$ cat src/logic/cio_pkg.sv
//==============================================================================
// Behaviour
// RL1 - Processor starts test I/O with address, select
// RL2 - Pending address match stores status at 64
// RL3 - Mismatch, idle: select device, send test code
// RL4 - Nonzero status stores word, code 01; else 00
// RL5 - Code 01 clears interruption in channel, device
// RL6 - Busy or burst subchannel: code 10, no action
// RL7 - Busy alone device; with modifier control unit
// RL8 - Halt multiplex or end-pending selector: code 00
// RL9 - Halt working selector: address out, code 10
// RL10 - Burst multiplex halt waits for status accepted
// RL11 - Halt available: operational in, disconnect, 01
// RL12 - Control unit busy: device status, zero channel
// RL13 - Select in returned during halt: code 11
// RL14 - Test channel carries no unit address
// RL15 - Test channel codes 00/01/10/11 from state
// RL16 - Six commands; all but branch start operation
// RL17 - Address word fetched from 72 only at start
// RL18 - Key 0-3, zero 4-7, command address 8-31
// RL19 - Command address doubleword aligned
// RL20 - Bad address word: program check, no start
// RL21 - Command word fetched once, kept in subchannel
// RL22 - Command code 0-7, data address 8-31
// RL23 - Code 11 means unit unavailable
// RL24 - Address out, select out 250 ns later
// RL25 - Code held stable with single release pulse
package cio_pkg;
   localparam logic [1:0] CC_AVAIL = 2'h0;
   localparam logic [1:0] CC_STORED = 2'h1;
   localparam logic [1:0] CC_BUSY = 2'h2;
   localparam logic [1:0] CC_NOTOP = 2'h3;
   localparam logic [23:0] ADDR_STATUS_WORD = 24'h000040;
   localparam logic [23:0] ADDR_ADDRESS_WORD = 24'h000048;
   localparam logic [7:0] CMD_TEST_IO = 8'h00;
   localparam logic [7:0] CMD_SENSE = 8'h04;
   localparam logic [7:0] CMD_BRANCH = 8'h08;
   localparam logic [7:0] STAT_MODIFIER = 8'h40;
   localparam logic [7:0] STAT_BUSY = 8'h10;
   localparam logic [7:0] CHST_PROG_CHECK = 8'h20;
   localparam int SEL_DELAY_NS = 250;
   localparam int CLK_NS = 40;
   localparam int SEL_DELAY_CYC = (SEL_DELAY_NS + CLK_NS - 1) / CLK_NS;
   localparam int RESP_TIMEOUT_CYC = 255;
   typedef enum logic [2:0] {
      OP_WRITE, OP_READ, OP_READ_BACK, OP_CONTROL, OP_SENSE, OP_BRANCH,
      OP_INVALID
   } cio_op_e;
endpackage

$ cat src/logic/cio_handler.sv
// The placing of the registers is this design's own decision.
`timescale 1ns/1ps
`default_nettype none
module cio_handler
   import cio_pkg::*;
#(
   parameter int TIMEOUT = RESP_TIMEOUT_CYC
) (
   input wire logic clk,
   input wire logic nrst,
   input wire logic select_channel,
   input wire logic start_io,
   input wire logic test_io,
   input wire logic halt_io,
   input wire logic test_channel,
   input wire logic [7:0] unit_address_bus_out,
   input wire logic target_is_multiplex,
   input wire logic sub_working,
   input wire logic sub_burst,
   input wire logic end_intr_pending,
   input wire logic all_burst,
   input wire logic chan_operational,
   input wire logic unit_available,
   output logic [1:0] cond_code,
   output logic release_cpu,
   output logic [7:0] bus_out,
   output logic address_out,
   output logic select_out,
   output logic command_out,
   input wire logic operational_in,
   input wire logic status_in,
   input wire logic select_in,
   input wire logic [7:0] bus_in,
   output logic service_out,
   output logic interrupt_request,
   output logic status_accepted_wait,
   output logic mem_req,
   output logic mem_write,
   output logic [23:0] mem_addr,
   output logic [63:0] mem_wdata,
   input wire logic mem_ack,
   input wire logic [31:0] mem_rdata,
   output logic [3:0] prot_key_reg,
   output logic [23:0] ccw_addr_reg,
   output logic [7:0] ccw_cmd_reg,
   output logic [23:0] ccw_data_reg,
   output logic ccw_valid,
   output logic op_started
);

//==============================================================================
// Decoding.
function automatic cio_op_e decode_cmd(input logic [7:0] c);
   if (c[1:0] == 2'h1) return OP_WRITE;
   if (c[1:0] == 2'h2) return OP_READ;
   if (c[1:0] == 2'h3) return OP_CONTROL;
   if (c[3:0] == 4'h4) return OP_SENSE;
   if (c[3:0] == 4'h8) return OP_BRANCH;
   if (c[3:0] == 4'hc) return OP_READ_BACK;
   return OP_INVALID;
endfunction

typedef enum logic [3:0] {
   S_IDLE, S_ADDR, S_SEL, S_WAIT, S_CMD, S_STAT, S_STORE, S_FETCH_AW,
   S_FETCH_CW, S_DONE
} cio_state_e;

cio_state_e state_reg;
logic [7:0] unit_reg;
logic [7:0] pend_unit_reg;
logic pend_valid_reg;
logic [7:0] dev_stat_reg;
logic [7:0] chan_stat_reg;
logic [1:0] code_reg;
logic is_halt_reg;
logic is_start_reg;
logic [7:0] cnt_reg;
logic [31:0] aw_reg;
logic burst_halt_reg;

assign cond_code = code_reg;
assign release_cpu = (state_reg == S_DONE); // [RL25]
assign interrupt_request = pend_valid_reg;
assign mem_wdata = {24'h0, unit_reg, dev_stat_reg, chan_stat_reg, 16'h0};
assign bus_out = (state_reg == S_CMD) ? (is_start_reg ? ccw_cmd_reg :
   CMD_TEST_IO) : unit_reg;

//==============================================================================
// Sequencer.
always_ff @(posedge clk) begin
   if (!nrst) begin
      state_reg <= S_IDLE;
      unit_reg <= 8'h0;
      pend_unit_reg <= 8'h0;
      pend_valid_reg <= 1'b0;
      dev_stat_reg <= 8'h0;
      chan_stat_reg <= 8'h0;
      code_reg <= CC_AVAIL;
      is_halt_reg <= 1'b0;
      is_start_reg <= 1'b0;
      cnt_reg <= 8'h0;
      aw_reg <= 32'h0;
      burst_halt_reg <= 1'b0;
      address_out <= 1'b0;
      select_out <= 1'b0;
      command_out <= 1'b0;
      service_out <= 1'b0;
      status_accepted_wait <= 1'b0;
      mem_req <= 1'b0;
      mem_write <= 1'b0;
      mem_addr <= 24'h0;
      prot_key_reg <= 4'h0;
      ccw_addr_reg <= 24'h0;
      ccw_cmd_reg <= 8'h0;
      ccw_data_reg <= 24'h0;
      ccw_valid <= 1'b0;
      op_started <= 1'b0;
   end else begin
      op_started <= 1'b0;
      case (state_reg)
         S_IDLE: begin
            is_halt_reg <= 1'b0;
            is_start_reg <= 1'b0;
            if (select_channel && test_channel) begin
               // Unit address is ignored here. [RL14] [RL15]
               if (!chan_operational)
                  code_reg <= CC_NOTOP;
               else if (pend_valid_reg)
                  code_reg <= CC_STORED;
               else if (all_burst)
                  code_reg <= CC_BUSY;
               else
                  code_reg <= CC_AVAIL;
               state_reg <= S_DONE;
            end else if (select_channel && test_io) begin
               if (pend_valid_reg &&
                     unit_address_bus_out == pend_unit_reg) begin
                  unit_reg <= pend_unit_reg;
                  mem_addr <= ADDR_STATUS_WORD; // [RL2]
                  mem_write <= 1'b1;
                  mem_req <= 1'b1;
                  code_reg <= CC_STORED;
                  state_reg <= S_STORE;
               end else if (!unit_available) begin
                  code_reg <= CC_NOTOP; // [RL23]
                  state_reg <= S_DONE;
               end else if (sub_working || sub_burst) begin
                  code_reg <= CC_BUSY; // [RL6]
                  state_reg <= S_DONE;
               end else begin
                  unit_reg <= unit_address_bus_out; // [RL3]
                  chan_stat_reg <= 8'h0;
                  state_reg <= S_ADDR;
               end
            end else if (select_channel && halt_io) begin
               unit_reg <= unit_address_bus_out;
               is_halt_reg <= 1'b1;
               if (!unit_available) begin
                  code_reg <= CC_NOTOP; // [RL23]
                  state_reg <= S_DONE;
               end else if ((target_is_multiplex && !sub_burst) ||
                     (!target_is_multiplex && end_intr_pending)) begin
                  code_reg <= CC_AVAIL; // [RL8]
                  state_reg <= S_DONE;
               end else if (sub_working || sub_burst) begin
                  address_out <= 1'b1; // [RL9]
                  select_out <= 1'b0;
                  code_reg <= CC_BUSY;
                  if (target_is_multiplex) begin
                     burst_halt_reg <= 1'b1; // [RL10]
                     status_accepted_wait <= 1'b1;
                  end else begin
                     pend_valid_reg <= 1'b1;
                     pend_unit_reg <= unit_address_bus_out;
                  end
                  state_reg <= S_DONE;
               end else begin
                  state_reg <= S_ADDR; // [RL11]
               end
            end else if (select_channel && start_io) begin
               unit_reg <= unit_address_bus_out;
               is_start_reg <= 1'b1;
               // Status left by an earlier instruction must not fail a start.
               dev_stat_reg <= 8'h0;
               chan_stat_reg <= 8'h0;
               if (!unit_available) begin
                  code_reg <= CC_NOTOP;
                  state_reg <= S_DONE;
               end else if (sub_working || sub_burst) begin
                  code_reg <= CC_BUSY;
                  state_reg <= S_DONE;
               end else begin
                  mem_addr <= ADDR_ADDRESS_WORD; // [RL17]
                  mem_write <= 1'b0;
                  mem_req <= 1'b1;
                  state_reg <= S_FETCH_AW;
               end
            end
            if (burst_halt_reg && status_in) begin
               service_out <= 1'b1;
               burst_halt_reg <= 1'b0;
               status_accepted_wait <= 1'b0;
               pend_valid_reg <= 1'b1; // [RL10]
               pend_unit_reg <= unit_reg;
            end else begin
               service_out <= 1'b0;
            end
            if (address_out && !operational_in && !status_in)
               address_out <= 1'b0;
         end
         S_FETCH_AW: if (mem_ack) begin
            mem_req <= 1'b0;
            aw_reg <= mem_rdata;
            prot_key_reg <= mem_rdata[31:28]; // [RL18]
            if (mem_rdata[27:24] != 4'h0 || mem_rdata[2:0] != 3'h0 ||
                  mem_rdata[23:0] == 24'h0) begin
               chan_stat_reg <= CHST_PROG_CHECK; // [RL19] [RL20]
               dev_stat_reg <= 8'h0;
               mem_addr <= ADDR_STATUS_WORD;
               mem_write <= 1'b1;
               mem_req <= 1'b1;
               code_reg <= CC_STORED;
               state_reg <= S_STORE;
            end else begin
               ccw_addr_reg <= mem_rdata[23:0];
               mem_addr <= mem_rdata[23:0]; // [RL21]
               mem_req <= 1'b1;
               state_reg <= S_FETCH_CW;
            end
         end
         S_FETCH_CW: if (mem_ack) begin
            mem_req <= 1'b0;
            ccw_cmd_reg <= mem_rdata[31:24]; // [RL22]
            ccw_data_reg <= mem_rdata[23:0];
            ccw_valid <= 1'b1; // [RL21]
            ccw_addr_reg <= ccw_addr_reg + 24'h8;
            if (decode_cmd(mem_rdata[31:24]) == OP_INVALID ||
                  decode_cmd(mem_rdata[31:24]) == OP_BRANCH) begin
               chan_stat_reg <= CHST_PROG_CHECK;
               mem_addr <= ADDR_STATUS_WORD;
               mem_write <= 1'b1;
               mem_req <= 1'b1;
               code_reg <= CC_STORED;
               state_reg <= S_STORE;
            end else begin
               state_reg <= S_ADDR; // [RL16]
            end
         end
         S_ADDR: begin
            address_out <= 1'b1; // [RL24]
            cnt_reg <= 8'h0;
            state_reg <= S_SEL;
         end
         S_SEL: begin
            cnt_reg <= cnt_reg + 8'h1;
            if (cnt_reg == 8'(SEL_DELAY_CYC - 1)) begin
               select_out <= 1'b1; // [RL24]
               cnt_reg <= 8'h0;
               state_reg <= S_WAIT;
            end
         end
         S_WAIT: begin
            cnt_reg <= cnt_reg + 8'h1;
            if (select_in) begin
               select_out <= 1'b0;
               address_out <= 1'b0;
               code_reg <= CC_NOTOP; // [RL13]
               state_reg <= S_DONE;
            end else if (status_in && !operational_in) begin
               // Short busy answer from the control unit. [RL12]
               dev_stat_reg <= bus_in;
               chan_stat_reg <= 8'h0;
               service_out <= 1'b1;
               select_out <= 1'b0;
               address_out <= 1'b0;
               mem_addr <= ADDR_STATUS_WORD;
               mem_write <= 1'b1;
               mem_req <= 1'b1;
               code_reg <= CC_STORED;
               state_reg <= S_STORE;
            end else if (operational_in) begin
               if (is_halt_reg) begin
                  // Interface disconnect: address out with select out down.
                  select_out <= 1'b0; // [RL11]
                  dev_stat_reg <= 8'h0;
                  chan_stat_reg <= 8'h0;
                  mem_addr <= ADDR_STATUS_WORD;
                  mem_write <= 1'b1;
                  mem_req <= 1'b1;
                  code_reg <= CC_STORED;
                  state_reg <= S_STORE;
               end else begin
                  address_out <= 1'b0;
                  command_out <= 1'b1;
                  state_reg <= S_CMD;
               end
            end else if (cnt_reg == 8'(TIMEOUT)) begin
               select_out <= 1'b0;
               address_out <= 1'b0;
               code_reg <= CC_NOTOP;
               state_reg <= S_DONE;
            end
         end
         S_CMD: if (status_in) begin
            command_out <= 1'b0;
            state_reg <= S_STAT;
         end
         S_STAT: begin
            select_out <= 1'b0;
            service_out <= 1'b1;
            dev_stat_reg <= bus_in; // [RL7]
            if (bus_in == 8'h0 && chan_stat_reg == 8'h0) begin
               code_reg <= CC_AVAIL; // [RL4]
               op_started <= is_start_reg;
               state_reg <= S_DONE;
            end else begin
               mem_addr <= ADDR_STATUS_WORD; // [RL4]
               mem_write <= 1'b1;
               mem_req <= 1'b1;
               code_reg <= CC_STORED;
               state_reg <= S_STORE;
            end
         end
         S_STORE: begin
            service_out <= 1'b0;
            address_out <= 1'b0;
            if (mem_ack) begin
               mem_req <= 1'b0;
               mem_write <= 1'b0;
               if (!is_halt_reg && !is_start_reg)
                  pend_valid_reg <= 1'b0; // [RL5]
               state_reg <= S_DONE;
            end
         end
         S_DONE: begin
            service_out <= 1'b0;
            state_reg <= S_IDLE;
         end
         default: state_reg <= S_IDLE;
      endcase
   end
end

endmodule
`default_nettype wire

$ cat config.mk
export PLATFORM = sky130hd
export DESIGN_NAME = cio_handler
export DESIGN_NICKNAME = d
export VERILOG_FILES = /design/src/logic/cio_pkg.sv /design/src/logic/cio_handler.sv
export SDC_FILE = /design/constraint.sdc
export NUM_CORES = 1
export LEC_CHECK = 0
export BUFFER_PORTS_ARGS = -buffer_cell sky130_fd_sc_hd__clkbuf_2
export CORE_ASPECT_RATIO = 1.75
export CORE_MARGIN = 10
export CORE_UTILIZATION = 35
export CTS_CLUSTER_DIAMETER = 60
export DETAILED_ROUTE_END_ITERATION = 6
export PLACE_DENSITY = 0.69
export SETUP_SLACK_MARGIN = 0.05
export SLEW_MARGIN = 20
export SYNTH_ARGS = -nofsm -noshare
export SYNTH_HDL_FRONTEND = slang
export SYNTH_SLANG_ARGS = --single-unit
export TNS_END_PERCENT = 10
$ cat constraint.sdc
create_clock -name clk -period 2.15 [get_ports clk]
set_input_delay 0.1075 -clock clk [delete_from_list [all_inputs] [get_ports clk]]
set_output_delay 0.1075 -clock clk [all_outputs]
set_load 0.02 [all_outputs]
==> out/results.env <==
FIN_CRIT_PS=2111
TIMING.FINAL.CRIT_SHARE=0.9819
SYNTH-EDFF-COUNT=0
SYN-INSTANCE-COUNT=952
CAP_VIOLATIONS=0
WL_UM=28410
TOP_LEVEL_PORTS=235
WORSTPATHARRIVAL_PS=2460
LAYOUT.CELL_AREA.NON_FILLER_MM2=0.01042
AVG_WL_PER_CELL_UM=18.94
SINKS_ON_CLOCK_NET=135
FINALSETUPVIOLCOUNT=0
DRTPASS1ITERATIONS=6
NUMPLACEDINSTANCES=1424
TIMING.HOLD.WORST.START='unit_address_bus_out[3]'
POST-DP-HPWL_UM=21480
HTREEDEPTH=4
NUM_ROWS=71
CRITICAL_PATH.MAX_STAGE_DELAY_PS=390
GLOBAL_ROUTE.OVERFLOW_TOTAL=0
POST_SYNTH_NUM_CELL_TYPES=74
RUN_STATUS='finished clean'
DIE-WIDTH_UM=130.9
ASYNC_FLOP_SHARE=0
TIMING_HOLD_VIOLATIONS_FINAL=0
CLK_PIN_SLEW_PS=60
IR_DROP_V=0.0009452
WORST_SETUP_PATH_STARTPOINT='state_reg[0]'
MAX_SLEW_MARGIN=0.6026
SYNTHTOPCELLSBYCOUNT='nand2_1 (197), dfxtp_1 (135), nand3_1 (58)'
FILLERINSTANCES=2023
GRT_USAGE=0.1942
LAYOUT_NETS=1300
HOLDWS_PS=9.808
GRT_START_MAX_NET_PINS=102
CRITPATHCAPTURETYPE='flop'
PLACE.PORT_BUFFERS=187
GRT_PASS1_VIAS=7708
YOSYSMOSTFREQUENTCELL='nand2_1'
HOLD_PATH_CLASS='in2reg'
AVGVIACOUNTPERCELL=5.408
SYNTH-SEQ-AREA-SHARE=0.3585
CPMAXSTAGEDELAYCELL='or3_4'
TRANSITION_AT_THE_PIN_WITH_THE_SMALLEST_MAX_TRANSITION_SLACK_PS=591.1
COREAREA_MM2=0.02132
DETAILROUTE.VIA_COUNT=8112
DPL-INSTANCE-AREA_MM2=0.009176
GLOBALPLACE.CONGESTION=0.9882
CTS_TREE='yes'
POSTROUTEANTENNANETS=0
YS_WARN_COUNT=0
CTS_ROOT_BUFFER='clkbuf_16'
DETAILEDROUTE.FIRSTITERATIONVIOLATIONS=541
YS_FF_LATCH=135
CELLPOWERDENSITY_mW_PER_MM2=975.6
LARGEST_FANOUT_OF_ANY_NET_ON_THE_CRITICAL_PATH=6
SYNTH_TOP_AREA_FRAC=0.3585
CRITICALPATHCATEGORY='reg2reg'
CRITPATHLAUNCHTYPE='flop'
NUMCTSBUFFERS=17
DIE_AREA_MM2=0.02804
DETAIL_ROUTE.DRC_VIOLATIONS=0
START_UTIL=0.3536
POST_SYNTH.CELL_AREA_AVG_UM2=7.919
CLOCK_PATH_BUFFERS=2
YS_DOMINANT_REG_CELL='dfxtp_1'
STDCELL_COUNT=1500
SETUP_REPAIR_AFTER_GLOBAL_ROUTING_MISSED_ITS_MARGIN='true'
WORST_SKEW_PAIR.LATE_LATENCY_PS=430
FIN_SKEW_PS=10.65
FINALMAXSLEWVIOLATIONS=0
DIE_H_UM=214.1
MAX_FREQ_GHz=0.4737
CP_CELL_SEQUENCE='buf_6 > or3_4 > o211ai_1 > a21oi_2 > or3_4 > nor2_4 > buf_6 > clkbuf_16 > mux2i_1'
LAYOUT-DRIVE-GT1-SHARE=0.3047
GRT_ANTENNA_BEFORE_REPAIR=1
AREA.GROWTH.SYNTH_TO_FINAL_PCT=38.17
CRITPATHREQUIREDTIME_PS=2500
SYNTH_AREA_LEADERS='dfxtp_1 (36%), nand2_1 (9.8%), mux2i_1 (5.3%)'
YOSYSTOPAREACELL='dfxtp_1'
SYNTH_AREA_MM2=0.007538
GRT_PASS1_WL_UM=42850
WORSTREG2REGSTART='state_reg[0]'
POST_LAYOUT_UTILIZATION_OF_THE_CORE=0.4886
TOTAL_LEAKAGE_POWER_uW=0.004565
## path summary, 6_finish.rpt
check        cells past startpoint  slack (ps)           end
max                              9          40   mem_addr[4]
min                              3          10   unit_reg[3]
max reg2reg                      9          40   mem_addr[4]
min reg2reg                      2         460  mem_addr[13]
## layout make-up
type | instances | area, um^2 | share of cell area
multi-input cells | 747 | 4471 | 0.4292
well taps | 255 | 319.1 | 0.03063
diodes | 1 | 2.502 | 0.0002402
repair buffers | 325 | 2306 | 0.2214
flip-flops and latches | 135 | 2710 | 0.2602
inverters | 5 | 18.77 | 0.001802
clock inverters | 13 | 146.4 | 0.01405
clock buffers | 19 | 442.9 | 0.04252
## cells by family after synthesis
| logic type | count (synthesis) | share of synthesized area |
|---|---|---|
| buffers and inverters | 116 | 0.08830 |
| and+or+nand+nor | 430 | 0.2803 |
| AOI/OAI and AO/OA | 213 | 0.1980 |
| other | 1 | 0.0004974 |
| DFF | 135 | 0.3585 |
| muxes | 40 | 0.05311 |
| adders and majority gates | 3 | 0.004980 |
| xor gates and xnor gates | 14 | 0.01626 |
## per-stage QoR
step	TNS (ps)	worst slack (ps)	total power, uW
5_1_grt	-276.9	-32.35	10610
3_3_place_gp	-349.7	-41.45	6649
3_5_place_dp	-896.2	-98.70	6663
2_1_floorplan	0	191.1	5273
6_report	0	39.00	10160
4_1_cts	0	3.614	9816
## where the power goes
part | internal, uW | total, uW | switching [uW] | leakage (uW)
registers | 2720 | 2940 | 212 | 0.00109
logic | 2000 | 4270 | 2270 | 0.00319
clock network | 1750 | 2950 | 1200 | 0.000278
## timing repair
item,4_1_cts,5_1_grt
pin swaps,2,11
gates cloned,1,3
setup endpoints to repair,36,74
buffers inserted,2,12
hold buffers,27,0
gates resized for setup,12,62
hold endpoints to repair,38,0
## metal layers
metal  global-route usage  vias to the layer above  share of wire  wire length, um
li1                     -                     3817              -                -
met1               0.1976                     3822           0.35             9920
met2               0.3490                      382           0.53            14990
met3              0.04479                       91          0.076             2147
met4               0.1080                        0          0.048             1352
met5                    0                        -              0                0
## cell usage in the layout, fill, tap and decap left out, drive strengths merged, types with 40 or more instances in the layout
cell type	n
o21ai	44
buf	126
clkbuf	191
dfxtp	135
nor2	45
nand3	58
a21boi	43
conb	47
mux2i	40
nand2	197
## critical path: cells and delay by family (launching register included)
kind / cells / cell delay (ps)
compound gates: 2 / 170
buf+inv: 3 / 400
flops: 1 / 370
mux: 1 / 180
simple gates: 3 / 920
Note: power is estimated with default switching activity, not from simulation.
